**config.mk**
```make
export PLATFORM = sky130hd
export DESIGN_NAME = ivp_top
export DESIGN_NICKNAME = d
export VERILOG_FILES = /design/src/include/ivp_pkg.sv /design/src/include/ivp_req_if.sv /design/src/hw/ivp_top.sv /design/src/hw/ivp_prio_enc.sv
export VERILOG_INCLUDE_DIRS = /design/src /design/src/include
export SDC_FILE = /design/constraint.sdc
export NUM_CORES = 1
export LEC_CHECK = 0
export BUFFER_PORTS_ARGS = -buffer_cell sky130_fd_sc_hd__buf_4
export CAP_MARGIN = 20
export CORE_ASPECT_RATIO = 0.75
export CORE_MARGIN = 2
export CORE_UTILIZATION = 51
export CTS_BUF_LIST = sky130_fd_sc_hd__clkbuf_4
export DETAILED_ROUTE_END_ITERATION = 10
export PLACE_DENSITY = 0.92
export SYNTH_ARGS = -nofsm -noshare
export SYNTH_HDL_FRONTEND = slang
export SYNTH_HIERARCHICAL = 1
export SYNTH_SLANG_ARGS = --single-unit
```
**constraint.sdc**
```tcl
create_clock -name CLK_IN -period 4.2 [get_ports CLK_IN]
set_clock_uncertainty 0.2 [all_clocks]
set_input_delay 0 -clock CLK_IN [delete_from_list [all_inputs] [get_ports CLK_IN]]
set_output_delay 0 -clock CLK_IN [all_outputs]
set_load 0.02 [all_outputs]
```
**src/include/ivp_map.svh**
```systemverilog
`ifndef IVP_MAP_SVH
`define IVP_MAP_SVH

// Register byte offsets
`define IVP_OFS_PENDING    12'h000
`define IVP_OFS_CAUSE      12'h004
`define IVP_OFS_VECTOR     12'h008

// Vector numbers
`define IVP_VEC_KBD        4'hF
`define IVP_VEC_TICK       4'hC
`define IVP_VEC_LF         4'hB
`define IVP_VEC_RADIO      4'h9
`define IVP_VEC_TOVF       4'h7
`define IVP_VEC_CH1        4'h6
`define IVP_VEC_CH0        4'h5
`define IVP_VEC_WAKE       4'h4
`define IVP_VEC_LOWV       4'h3
`define IVP_VEC_TRAP       4'h1
`define IVP_VEC_RESET      4'h0

// Jump table top entry and reserved slots
`define IVP_VEC_TOP        16'hDFFE
`define IVP_RSV_MASK       16'h6504

// Reset cause bit positions
`define IVP_CAUSE_POR      0
`define IVP_CAUSE_PERRST   1
`define IVP_CAUSE_WDT      2
`define IVP_CAUSE_LOWV     3
`define IVP_CAUSE_TEMP     4
`define IVP_CAUSE_ILLOP    5
`define IVP_CAUSE_ILLADR   6

// Reset values
`define IVP_CAUSE_RST      7'h00
`define IVP_RESET_PEND_RST 1'b1
`define IVP_TRAP_PEND_RST  1'b0
`define IVP_REQ_RST        16'h0000
`define IVP_RDATA_RST      32'h00000000

`endif

```
**src/include/ivp_pkg.sv**
```systemverilog
`include "ivp_map.svh"

package ivp_pkg;

  typedef logic [15:0] ivp_req_t;
  typedef logic [3:0]  ivp_vec_t;
  typedef logic [15:0] ivp_addr_t;
  typedef logic [6:0]  ivp_cause_t;

  typedef enum logic [1:0] {
    IVP_LF_DATA,
    IVP_LF_CARRIER,
    IVP_LF_MANCH,
    IVP_LF_OFF
  } ivp_lf_mode_t;

  // High-byte location of a vector pair
  function automatic ivp_addr_t ivp_vec_addr(input ivp_vec_t v);
    ivp_vec_addr = `IVP_VEC_TOP - {11'h000, v, 1'b0};
  endfunction : ivp_vec_addr

  // Requests ranked above vector v
  function automatic ivp_req_t ivp_above_mask(input ivp_vec_t v);
    ivp_above_mask = ~({16'hFFFF} << v);
  endfunction : ivp_above_mask

endpackage : ivp_pkg

```
**src/include/ivp_req_if.sv**
```systemverilog
`timescale 1ns/10ps
`default_nettype none

interface ivp_req_if;
  import ivp_pkg::*;
  ivp_req_t  req;
  logic      valid;
  ivp_vec_t  num;
  ivp_addr_t addr;

  modport src (output req, input valid, input num, input addr);
  modport enc (input req, output valid, output num, output addr);
endinterface : ivp_req_if

`default_nettype wire

```
**src/hw/ivp_top.sv**
```systemverilog
// Behaviour
// - Keypad flag with its enable requests vector 15 at DFE0/DFE1.
// - Periodic tick flag with enable requests vector 12.
// - Low-frequency wake-id flag with enable requests vector 11 in data mode.
// - Carrier flag with enable requests vector 11 in carrier mode.
// - Decode-error flag with enable requests vector 11 in Manchester mode.
// - Byte-received flag with enable requests vector 11 in Manchester mode.
// - Radio buffer-sent flag, gated by radio enable, requests vector 9.
// - Radio error flag shares vector 9 and the same radio enable.
// - Timer overflow flag with enable requests vector 7.
// - Timer channel 1 requests vector 6, channel 0 vector 5.
// - Wakeup interval flag requests vector 4 when interval field nonzero.
// - Low-supply flag with irq enable and reset enable clear requests vector 3.
// - Software trap opcode always takes vector 1 at DFFC/DFFD.
// - Power-on and periodic reset fetch vector 0 at DFFE/DFFF.
// - Watchdog timeout when enabled, or low supply with reset enable, resets.
// - Temperature back in range with restart enable resets to vector 0.
// - Illegal opcode or illegal address forces reset through vector 0.
// - Lowest pending vector number is served first.
// - Vector is two bytes, high byte at the lower location.
// - Flags other than the wakeup interval flag request only with local enable; CPU applies its own mask.
// - Any vector request wakes the processor from stop.
`timescale 1ns/10ps
`default_nettype none

module ivp_top
  import ivp_pkg::*;
(
  input  wire logic        CLK_IN,
  input  wire logic        SRST_IN,
  input  wire logic        PSEL_IN,
  input  wire logic        PENABLE_IN,
  input  wire logic        PWRITE_IN,
  input  wire logic [11:0] PADDR_IN,
  input  wire logic [31:0] PWDATA_IN,
  output logic      [31:0] PRDATA_OUT,
  output logic             PREADY_OUT,
  output logic             PSLVERR_OUT,
  input  wire logic        KEYPAD_WAKE_FLAG_IN,
  input  wire logic        KEYPAD_WAKE_IRQ_EN_IN,
  input  wire logic        PERIODIC_TICK_FLAG_IN,
  input  wire logic        PERIODIC_TICK_IRQ_EN_IN,
  input  wire logic [1:0]  LOWFREQ_MODE_IN,
  input  wire logic        LOWFREQ_WAKE_ID_FLAG_IN,
  input  wire logic        LOWFREQ_WAKE_ID_IRQ_EN_IN,
  input  wire logic        LOWFREQ_CARRIER_FLAG_IN,
  input  wire logic        LOWFREQ_CARRIER_IRQ_EN_IN,
  input  wire logic        LOWFREQ_DECODE_ERR_FLAG_IN,
  input  wire logic        LOWFREQ_DECODE_ERR_IRQ_EN_IN,
  input  wire logic        LOWFREQ_BYTE_RX_FLAG_IN,
  input  wire logic        LOWFREQ_BYTE_RX_IRQ_EN_IN,
  input  wire logic        RADIO_BUFFER_SENT_FLAG_IN,
  input  wire logic        RADIO_TX_ERROR_FLAG_IN,
  input  wire logic        RADIO_IRQ_EN_IN,
  input  wire logic        TIMER_OVERFLOW_FLAG_IN,
  input  wire logic        TIMER_OVERFLOW_IRQ_EN_IN,
  input  wire logic        TIMER_CHAN1_FLAG_IN,
  input  wire logic        TIMER_CHAN1_IRQ_EN_IN,
  input  wire logic        TIMER_CHAN0_FLAG_IN,
  input  wire logic        TIMER_CHAN0_IRQ_EN_IN,
  input  wire logic        WAKEUP_INTERVAL_FLAG_IN,
  input  wire logic [5:0]  WAKEUP_INTERVAL_FIELD_IN,
  input  wire logic        LOW_SUPPLY_FLAG_IN,
  input  wire logic        LOW_SUPPLY_IRQ_EN_IN,
  input  wire logic        LOW_SUPPLY_RESET_EN_IN,
  input  wire logic        POWER_ON_RESET_IN,
  input  wire logic        PERIODIC_RESET_FLAG_IN,
  input  wire logic [5:0]  PERIODIC_RESET_INTERVAL_IN,
  input  wire logic        WATCHDOG_TIMEOUT_IN,
  input  wire logic        WATCHDOG_EN_IN,
  input  wire logic        TEMP_RESTART_EN_IN,
  input  wire logic        TEMP_BACK_IN,
  input  wire logic        ILLEGAL_OPCODE_IN,
  input  wire logic        ILLEGAL_ADDRESS_IN,
  input  wire logic        SOFTWARE_TRAP_OPCODE_IN,
  input  wire logic        VECTOR_ACK_IN,
  output logic             IRQ_REQ_OUT,
  output logic             RESET_REQ_OUT,
  output logic             WAKE_OUT,
  output logic             VECTOR_VALID_OUT,
  output logic      [3:0]  VECTOR_NUM_OUT,
  output logic      [15:0] VECTOR_HI_ADDR_OUT,
  output logic      [15:0] VECTOR_LO_ADDR_OUT
);

  ivp_req_if    enc_bus ();
  ivp_lf_mode_t lf_mode;
  ivp_req_t     req;
  ivp_cause_t   cause_set;
  ivp_cause_t   cause_clr;
  ivp_cause_t   cause_r;
  ivp_cause_t   cause_nxt;
  logic         any_reset;
  logic         reset_pend_r;
  logic         reset_pend_nxt;
  logic         trap_pend_r;
  logic         trap_pend_nxt;
  logic         ack_reset;
  logic         ack_trap;
  logic         vec_valid_r;
  logic         vec_valid_nxt;
  ivp_vec_t     vec_num_r;
  ivp_vec_t     vec_num_nxt;
  ivp_addr_t    vec_hi_r;
  ivp_addr_t    vec_hi_nxt;
  ivp_addr_t    vec_lo_r;
  ivp_addr_t    vec_lo_nxt;
  logic         apb_setup;
  logic         apb_access;
  logic         addr_hit;
  logic [31:0]  prdata_r;
  logic [31:0]  prdata_nxt;

  ////////////////////////////////////////////////////////////////////////////////
  // Request collection

  assign lf_mode = ivp_lf_mode_t'(LOWFREQ_MODE_IN);

  always_comb begin
    req = `IVP_REQ_RST;
    req[`IVP_VEC_KBD]   = KEYPAD_WAKE_FLAG_IN & KEYPAD_WAKE_IRQ_EN_IN;
    req[`IVP_VEC_TICK]  = PERIODIC_TICK_FLAG_IN & PERIODIC_TICK_IRQ_EN_IN;
    req[`IVP_VEC_LF]    =
        (lf_mode == IVP_LF_DATA && LOWFREQ_WAKE_ID_FLAG_IN && LOWFREQ_WAKE_ID_IRQ_EN_IN)
      | (lf_mode == IVP_LF_CARRIER && LOWFREQ_CARRIER_FLAG_IN
         && LOWFREQ_CARRIER_IRQ_EN_IN)
      | (lf_mode == IVP_LF_MANCH && LOWFREQ_DECODE_ERR_FLAG_IN
         && LOWFREQ_DECODE_ERR_IRQ_EN_IN)
      | (lf_mode == IVP_LF_MANCH && LOWFREQ_BYTE_RX_FLAG_IN
         && LOWFREQ_BYTE_RX_IRQ_EN_IN);
    req[`IVP_VEC_RADIO] = (RADIO_BUFFER_SENT_FLAG_IN | RADIO_TX_ERROR_FLAG_IN)
                          & RADIO_IRQ_EN_IN;
    req[`IVP_VEC_TOVF]  = TIMER_OVERFLOW_FLAG_IN & TIMER_OVERFLOW_IRQ_EN_IN;
    req[`IVP_VEC_CH1]   = TIMER_CHAN1_FLAG_IN & TIMER_CHAN1_IRQ_EN_IN;
    req[`IVP_VEC_CH0]   = TIMER_CHAN0_FLAG_IN & TIMER_CHAN0_IRQ_EN_IN;
    req[`IVP_VEC_WAKE]  = WAKEUP_INTERVAL_FLAG_IN & (|WAKEUP_INTERVAL_FIELD_IN);
    // Reset enable diverts low supply from interrupt to reset
    req[`IVP_VEC_LOWV]  = LOW_SUPPLY_FLAG_IN & LOW_SUPPLY_IRQ_EN_IN
                          & ~LOW_SUPPLY_RESET_EN_IN;
    req[`IVP_VEC_TRAP]  = trap_pend_r;
    req[`IVP_VEC_RESET] = reset_pend_r;
    req = req & ~`IVP_RSV_MASK;
  end

  assign enc_bus.req = req;

  ivp_prio_enc u_prio_enc (
    .bus (enc_bus)
  );

  ////////////////////////////////////////////////////////////////////////////////
  // Reset causes and software trap

  always_comb begin
    cause_set = `IVP_CAUSE_RST;
    cause_set[`IVP_CAUSE_POR]    = POWER_ON_RESET_IN;
    cause_set[`IVP_CAUSE_PERRST] = PERIODIC_RESET_FLAG_IN
                                   & (|PERIODIC_RESET_INTERVAL_IN);
    cause_set[`IVP_CAUSE_WDT]    = WATCHDOG_TIMEOUT_IN & WATCHDOG_EN_IN;
    cause_set[`IVP_CAUSE_LOWV]   = LOW_SUPPLY_FLAG_IN & LOW_SUPPLY_RESET_EN_IN;
    cause_set[`IVP_CAUSE_TEMP]   = TEMP_BACK_IN & TEMP_RESTART_EN_IN;
    cause_set[`IVP_CAUSE_ILLOP]  = ILLEGAL_OPCODE_IN;
    cause_set[`IVP_CAUSE_ILLADR] = ILLEGAL_ADDRESS_IN;
  end

  assign any_reset = |cause_set;
  assign ack_reset = VECTOR_ACK_IN & vec_valid_r & (vec_num_r == `IVP_VEC_RESET);
  assign ack_trap  = VECTOR_ACK_IN & vec_valid_r & (vec_num_r == `IVP_VEC_TRAP);
  assign cause_clr = (apb_access && PWRITE_IN && PADDR_IN == `IVP_OFS_CAUSE)
                     ? PWDATA_IN[6:0] : `IVP_CAUSE_RST;

  // Set wins over clear throughout
  always_comb begin
    cause_nxt      = (cause_r & ~cause_clr) | cause_set;
    reset_pend_nxt = (reset_pend_r & ~ack_reset) | any_reset;
    trap_pend_nxt  = (trap_pend_r & ~ack_trap) | SOFTWARE_TRAP_OPCODE_IN;
  end

  always_ff @(posedge CLK_IN) begin
    if (SRST_IN) begin
      cause_r      <= `IVP_CAUSE_RST;
      reset_pend_r <= `IVP_RESET_PEND_RST;
      trap_pend_r  <= `IVP_TRAP_PEND_RST;
    end else begin
      cause_r      <= cause_nxt;
      reset_pend_r <= reset_pend_nxt;
      trap_pend_r  <= trap_pend_nxt;
    end
  end

  ////////////////////////////////////////////////////////////////////////////////
  // Vector presentation to the core

  always_comb begin
    vec_valid_nxt = enc_bus.valid;
    vec_num_nxt   = enc_bus.num;
    vec_hi_nxt    = enc_bus.addr;
    vec_lo_nxt    = enc_bus.addr + 16'h0001;
  end

  always_ff @(posedge CLK_IN) begin
    if (SRST_IN) begin
      vec_valid_r <= 1'b0;
      vec_num_r   <= `IVP_VEC_RESET;
      vec_hi_r    <= `IVP_VEC_TOP;
      vec_lo_r    <= `IVP_VEC_TOP + 16'h0001;
    end else begin
      vec_valid_r <= vec_valid_nxt;
      vec_num_r   <= vec_num_nxt;
      vec_hi_r    <= vec_hi_nxt;
      vec_lo_r    <= vec_lo_nxt;
    end
  end

  assign VECTOR_VALID_OUT   = vec_valid_r;
  assign VECTOR_NUM_OUT     = vec_num_r;
  assign VECTOR_HI_ADDR_OUT = vec_hi_r;
  assign VECTOR_LO_ADDR_OUT = vec_lo_r;
  assign RESET_REQ_OUT      = reset_pend_r;
  assign IRQ_REQ_OUT        = |req[15:2];
  assign WAKE_OUT           = |req;

  ////////////////////////////////////////////////////////////////////////////////
  // APB slave

  assign apb_setup  = PSEL_IN & ~PENABLE_IN;
  assign apb_access = PSEL_IN & PENABLE_IN;
  assign addr_hit   = (PADDR_IN == `IVP_OFS_PENDING) || (PADDR_IN == `IVP_OFS_CAUSE)
                      || (PADDR_IN == `IVP_OFS_VECTOR);

  // Read data captured in the setup cycle
  always_comb begin
    prdata_nxt = prdata_r;
    if (apb_setup) begin
      case (PADDR_IN)
        `IVP_OFS_PENDING: prdata_nxt = {16'h0000, req};
        `IVP_OFS_CAUSE:   prdata_nxt = {25'h0000000, cause_r};
        `IVP_OFS_VECTOR:  prdata_nxt = {vec_hi_r, 11'h000, vec_valid_r, vec_num_r};
        default:          prdata_nxt = `IVP_RDATA_RST;
      endcase
    end
  end

  always_ff @(posedge CLK_IN) begin
    if (SRST_IN) begin
      prdata_r <= `IVP_RDATA_RST;
    end else begin
      prdata_r <= prdata_nxt;
    end
  end

  assign PRDATA_OUT  = prdata_r;
  assign PREADY_OUT  = 1'b1;
  assign PSLVERR_OUT = apb_access & ~addr_hit;
endmodule : ivp_top

`default_nettype wire

```
**src/hw/ivp_prio_enc.sv**
```systemverilog
`timescale 1ns/10ps
`default_nettype none

module ivp_prio_enc
  import ivp_pkg::*;
(
  ivp_req_if.enc bus
);

  // Lowest pending number wins
  always_comb begin
    bus.valid = |bus.req;
    bus.num   = `IVP_VEC_KBD;
    for (int i = 15; i >= 0; i--) begin
      if (bus.req[i]) begin
        bus.num = 4'(i);
      end
    end
    bus.addr = ivp_vec_addr(bus.num);
  end

endmodule : ivp_prio_enc

`default_nettype wire

```
* After elaboration in Yosys (flattened, before gate mapping)
Cells that the tools add are included.
** Word-level totals
- Register bits after elaboration :: 78
- Bits of input ports :: 98
- Output and inout port bits :: 74
- Logic and storage cells :: 82
** Operators by class
- $add $sub $neg :: 2
- Equality and inequality tests :: 5
- Mux-type cells :: 12
- Bitwise logic cells :: 35
- Reductions and logical operators :: 20
** Operators by type and width (number)
- $pmux W32 S3 :: 1
- $mux W4 :: 7
- $and A1 B1 Y1 :: 21
- $add A16 B1 Y16 const B :: 1
- $sub A15 B6 Y16 const A :: 1
- $eq A12 B3 Y1 const B :: 1
- $eq A12 B4 Y1 const B :: 1
- $logic_not A12 Y1 :: 1
- $reduce_or A6 Y1 :: 2
- $reduce_or A11 Y1 :: 1
- $logic_and A1 B1 Y1 :: 10
- $reduce_or A9 Y1 :: 1
- $and A7 B7 Y7 :: 1
- $mux W7 :: 1
- $not A7 Y7 :: 1
- $or A7 B7 Y7 :: 1
- $reduce_or A7 Y1 :: 1
- $mux W3 :: 2
- $or A1 B1 Y1 :: 6
- $not A1 Y1 :: 5
- $eq A4 B1 Y1 const B :: 1
- $logic_not A4 Y1 :: 1
- $eq A2 B1 Y1 const B :: 1
- $eq A2 B2 Y1 const B :: 1
- other kinds (3) :: 4

* Logic depth before layout (Yosys ltp)
- Word-level depth :: 17
- Depth in mapped cells :: 11
- Mapped depth without buffers :: 11

* Hierarchy
Netlist, hierarchy kept.
** By module, submodules not included
- ivp_top :: instances 1, cells each 303, area each 2981.6 um^2, sequential area each 1481.4 um^2
- ivp_prio_enc :: instances 1, cells each 44, area each 296.5 um^2, sequential area each 0.0 um^2

* Worst setup path before layout
OpenSTA, ideal clock, no wires.
- Path kind :: input port to flip-flop
- Start point :: input WAKEUP_INTERVAL_FIELD_IN[1]
- End point :: register vec_lo_r[1], in the netlist VECTOR_LO_ADDR_OUT[1]
- Setup time :: 0.123 ns
- Data arrival time :: 2.233 ns
- Required time :: 3.877 ns
- Slack :: 1.644 ns
- Cell stages on the path :: 8
- Path buffers :: 0
- Path through :: or4_4 > o31ai_4 > inv_1 > or3b_2 > a311oi_1 > a21oi_1 > ha_1 > or2_2
** Between the ends
- Word-level cells in the longest chain between the ends :: 8
** Ends and longest elaborated chain
- start: declaration :: RTL line ivp_top.sv:62 : input wire logic [5:0] WAKEUP_INTERVAL_FIELD_IN,
- $reduce_or A6 Y1 :: RTL line ivp_top.sv:136 : req[`IVP_VEC_WAKE] = WAKEUP_INTERVAL_FLAG_IN & (|WAKEUP_INTERVAL_FIELD_IN);
- $and A1 B1 Y1 :: RTL line ivp_top.sv:136
- via enc_bus.req[4] :: RTL line ivp_req_if.sv:6 : ivp_req_t req;
- $mux W4 (4 in series) :: RTL line ivp_prio_enc.sv:15 : if (bus.req[i]) begin
- $sub A15 B6 Y16 (no line)
- via enc_bus.addr[1] :: RTL line ivp_req_if.sv:9 : ivp_addr_t addr;
- $add A16 B1 Y16 :: RTL line ivp_top.sv:198 : vec_lo_nxt = enc_bus.addr + 16'h0001;
- via vec_lo_nxt[1] :: RTL line ivp_top.sv:107 : ivp_addr_t vec_lo_nxt;
- end signal: assignment :: RTL line ivp_top.sv:206 : vec_lo_r <= `IVP_VEC_TOP + 16'h0001;
- end signal: assignment :: RTL line ivp_top.sv:211 : vec_lo_r <= vec_lo_nxt;
- end: declaration :: RTL line ivp_top.sv:106 : ivp_addr_t vec_lo_r;
The timed path passes the listed nets, and every way through them passes these cells.
A chain may end at the register's enable or synchronous reset.

* Final worst setup path
- Start point :: input PADDR_IN[6]
- End point :: register prdata_r[12], in the netlist PRDATA_OUT[12]
** Between the ends
- Word-level cells in the longest chain between the ends :: 2
- Elaborated cells between the ends (all ways) :: 4
- Classes of those cells :: eq/ne (2); mux (1); reduce/logical (1)
** Ends and longest elaborated chain
- start: declaration :: RTL line ivp_top.sv:34 : input wire logic [11:0] PADDR_IN,
- $eq A12 B4 Y1, or another cell as far along :: RTL line ivp_top.sv:235 : case (PADDR_IN)
- $pmux W32 S3 (*) :: RTL line ivp_top.sv:235
- end signal: assignment :: RTL line ivp_top.sv:246 : prdata_r <= `IVP_RDATA_RST;
- end signal: assignment :: RTL line ivp_top.sv:248 : prdata_r <= prdata_nxt;
- end: declaration :: RTL line ivp_top.sv:111 : logic [31:0] prdata_r;
Mark *: on every way between the ends. The rest lies on a longest branch, timed or not.

==> impl_metrics.toml <==
[run_status]
outcome = "finished clean"

[setup_path]
worst_path_max_delay_cell = "dlygate4sd3_1"
cp_top_family = "buffers and inverters"
rr_worst_depth = 6
timing_worst_setup_path_type = "in -> reg"
critical-path-max-stage-delay_ns = 0.70
critPathMaxFanout = 4
timing.critical_path.from_type = "primary input"
critical_path.cell_chain = "dlygate4sd3_1 > buf_4 > nor4_4 > dlygate4sd3_1 > and4_1 > nand2_1 > dlygate4sd3_1 > a21oi_1 > dlygate4sd3_1"
cp.required_ns = 4.38
r2r_setup_slack_ns = 1.56
worstPathArrival_ns = 3.38
crit-reg2reg-launch = "VECTOR_NUM_OUT[1]"
crit_top_cell = "dlygate4sd3_1"
critical_path.reg2reg.endpoint = "trap_pend_r"
path_buf_inv = 5
crit_path_end_kind = "register"

[route]
post_route_wl_um = 11600
detail-route-antenna-nets = 0
drcViolationCount = 0
post_drt_wl_per_cell_um = 18.1
viasPerCell = 5.59
detailroute.via_count = 3566
detail_route.iter0.violations = 192
drtPass1Iterations = 5

[placed_design]
place_congestion = 0.889
place_inst = 569
postPlaceCellArea_um2 = 4370
dp_worst_setup_slack_ns = 1.35
port-buffer-count = 141
post-dp-hpwl_um = 6760

[clocking]
post_cts_resize_count = 0
path_clk_slew_ns = 0.13
cts-buffers-inserted = 9
cts_tree = "yes"
clockBufferDepth = 2
cts.sink_count = 74
cts_htree_levels = 3
clkLatencyLatePin_ns = 0.43
cts-root-buf = "clkbuf_4"

[die]
die_y_um = 73.4
die-area_um2 = 7090
standard_cell_core_area_um2 = 6260
io-pin-count = 172
rows = 25
die_width_um = 96.6
effective_utilization_at_floorplan_pct = 52.4

[sta]
post-route-worst-setup-slack_ns = 0.994
timing.hold.ws_ns = 0.0839
setup-tns-final_ns = 0
max_frequency_mhz = 312
finalHoldViolCount = 0
final_number_of_setup_violating_endpoints = 0
worst_slew_slack_as_a_fraction_of_its_limit_pct = 29.7
period_minus_slack_ns = 3.21
rsz0062_at_grt = "false"
slew_viol_final = 0
tightest_slew_ns = 1.04
post-route-period-util_pct = 76.3

[pwr]
net-switching-power_mw = 0.397
cell_internal_pwr_mw = 1.02
power.share.clock_pct = 30.1
p_seq_share_pct = 51.8
swShare_pct = 27.9
worst_ir_drop_vdd_mv = 0.159
power_leakage_nw = 2.30
comb_power_share_pct = 18.1
power.density_nw_per_um2 = 282
p_total_mw = 1.42

[synthesis]
synthFlopType = "dfxtp_1"
yosysWarningCount = 6
yosys.area_share.simple_pct = 26.5
synth-xor-area-share_pct = 2.40
synth_top_family_by_area = "simple AND/OR/NAND/NOR gates"
synth-seq-cells = 74
synthesis.instances = 347
synth_area_per_cell_um2 = 9.45
sequential_to_total_area_share_from_yosys_stat_pct = 45.2
synth-adder-area-share_pct = 0.382
synth.lib_cells_used.distinct = 53
yosys-mux-area-fraction_pct = 1.56
number_of_synthesized_flops_with_an_enable_pin = 0
postSynth.asyncResetShare_pct = 0
synth_area_um2 = 3280
synth-compound-area-share_pct = 16.4

[global_routing]
grt_overflow_total = 0
number_of_antenna_violations_at_the_first_check_in_global_routing = 0
vias_in_the_first_global_route = 3618
grt_util_all_layers_pct = 34.0
grt_first_pass_wirelength_um = 17800
maximum_number_of_pins_on_one_net_before_global_route_repair = 54

[final_layout]
post-route-util_pct = 80.5
post_route_cell_area_um2 = 5030
layout.nets = 652
antenna_cells_inserted = 0
area_growth_from_synthesis_to_final_layout_pct = 53.5
layoutNonFillerInstCount = 638
drive_above_1_share_pct = 35.0

[min_path]
hp-class = "in -> reg"
holdPathEnd = "VECTOR_NUM_OUT[3]"
hold_start = "TIMER_OVERFLOW_FLAG_IN"
whs_path_depth = 5

[flow_run]
drv.max_cap_violation_count = 0
-- final cells by class --
class / count / area [um^2]
multi-input cells: 258 / 1670
repair buffers: 196 / 1610
flip-flops and latches: 74 / 1480
fillers: 355 / 1220
well taps: 81 / 101
clock buffers: 9 / 67.6
clock inverters: 6 / 58.8
inverters: 14 / 52.6
-- per-layer routing --
metal  up-vias  GRT usage (%)  part of all wire [%]
met4         0           23.2                   6.8
met1      1647           36.3                    38
met3        76           11.5                   7.9
met5         -              0                     0
li1       1599              -                     -
met2       244           56.9                    48
-- cells in the final DEF (no fill, tap or decap), types with 10 or more instances in the layout --
| cell | n |
|---|---|
| buf_4 | 142 |
| dfxtp_1 | 74 |
| dlygate4sd3_1 | 54 |
| conb_1 | 31 |
| nand2_1 | 26 |
| nor2_1 | 20 |
| or2_2 | 15 |
| inv_1 | 14 |
| nand2b_1 | 14 |
| a21oi_1 | 14 |
| o21ai_0 | 13 |
| nor2b_1 | 12 |
| a22o_2 | 10 |
-- power by group through the flow --
stage / clock [mW] / combinational [mW] / sequential [mW]
floorplan: 0 / 0.0996 / 0.768
global placement: 0 / 0.201 / 0.750
detailed placement: 0 / 0.206 / 0.750
CTS: 0.425 / 0.238 / 0.734
global route: 0.460 / 0.272 / 0.738
finish: 0.428 / 0.257 / 0.736
-- state kept, by name, indices dropped and copies added, names as in the netlist --
signal / cells
PRDATA_OUT: 28
RESET_REQ_OUT: 1
VECTOR_HI_ADDR_OUT: 16
VECTOR_LO_ADDR_OUT: 16
VECTOR_NUM_OUT: 4
VECTOR_VALID_OUT: 1
cause_r: 7
trap_pend_r: 1
-- synth_stat cells, types with 3 or more instances --
cell type | n | area (um^2)
nor4_1 | 6 | 37.5
and2_1 | 5 | 31.3
nor4_4 | 3 | 63.8
a22o_2 | 10 | 100
a22oi_1 | 3 | 22.5
inv_1 | 14 | 52.6
nand3_1 | 7 | 35.0
o21ai_0 | 13 | 65.1
buf_4 | 18 | 135
xnor2_1 | 7 | 61.3
clkbuf_1 | 9 | 33.8
conb_1 | 4 | 15.0
dfxtp_1 | 74 | 1480
nor3_1 | 6 | 30.0
a21oi_1 | 14 | 70.1
nand4_1 | 6 | 37.5
mux2i_1 | 4 | 40.0
o31ai_1 | 4 | 30.0
nor2b_1 | 12 | 75.1
a311oi_1 | 9 | 78.8
nor2_1 | 20 | 75.1
a22o_1 | 7 | 61.3
nand2b_1 | 14 | 87.6
or2_2 | 15 | 93.8
nand2_1 | 26 | 97.6
-- worst register-to-register path: stages, from the launching register on --
cell and delay, ns:
dfxtp_1 0.36, nor4b_1 0.45, nand3_1 0.14, a21oi_1 0.19, dlygate4sd3_1 0.57, nor2_1 0.04
dlygate4sd3_1 0.58
-- repair_timing --
action,4_1_cts,5_1_grt
hold endpoints to repair,50,0
hold buffers,54,0
buffers inserted,0,0
-- worst max path at each step --
stage / endpoint / start / depth (start not counted) / slack, ns
6_report: PRDATA_OUT[12] / PADDR_IN[6] / 9 / 0.99
5_1_grt: PRDATA_OUT[12] / PADDR_IN[6] / 9 / 0.90
4_1_cts: PRDATA_OUT[23] / PADDR_IN[6] / 8 / 1.21
3_5_place_dp: VECTOR_LO_ADDR_OUT[1] / WAKEUP_INTERVAL_FIELD_IN[1] / 9 / 1.35
3_3_place_gp: VECTOR_LO_ADDR_OUT[1] / WAKEUP_INTERVAL_FIELD_IN[1] / 9 / 1.40
2_1_floorplan: VECTOR_LO_ADDR_OUT[1] / WAKEUP_INTERVAL_FIELD_IN[1] / 8 / 1.64
-- logic make-up after synthesis --
logic type	count (synthesis)
AOI/OAI and AO/OA	72
muxes	5
and+or+nand+nor	140
other	4
buffers and inverters	42
adders and majority gates	1
DFF	74
xor gates and xnor gates	9
(Power assumes the default switching activity.)
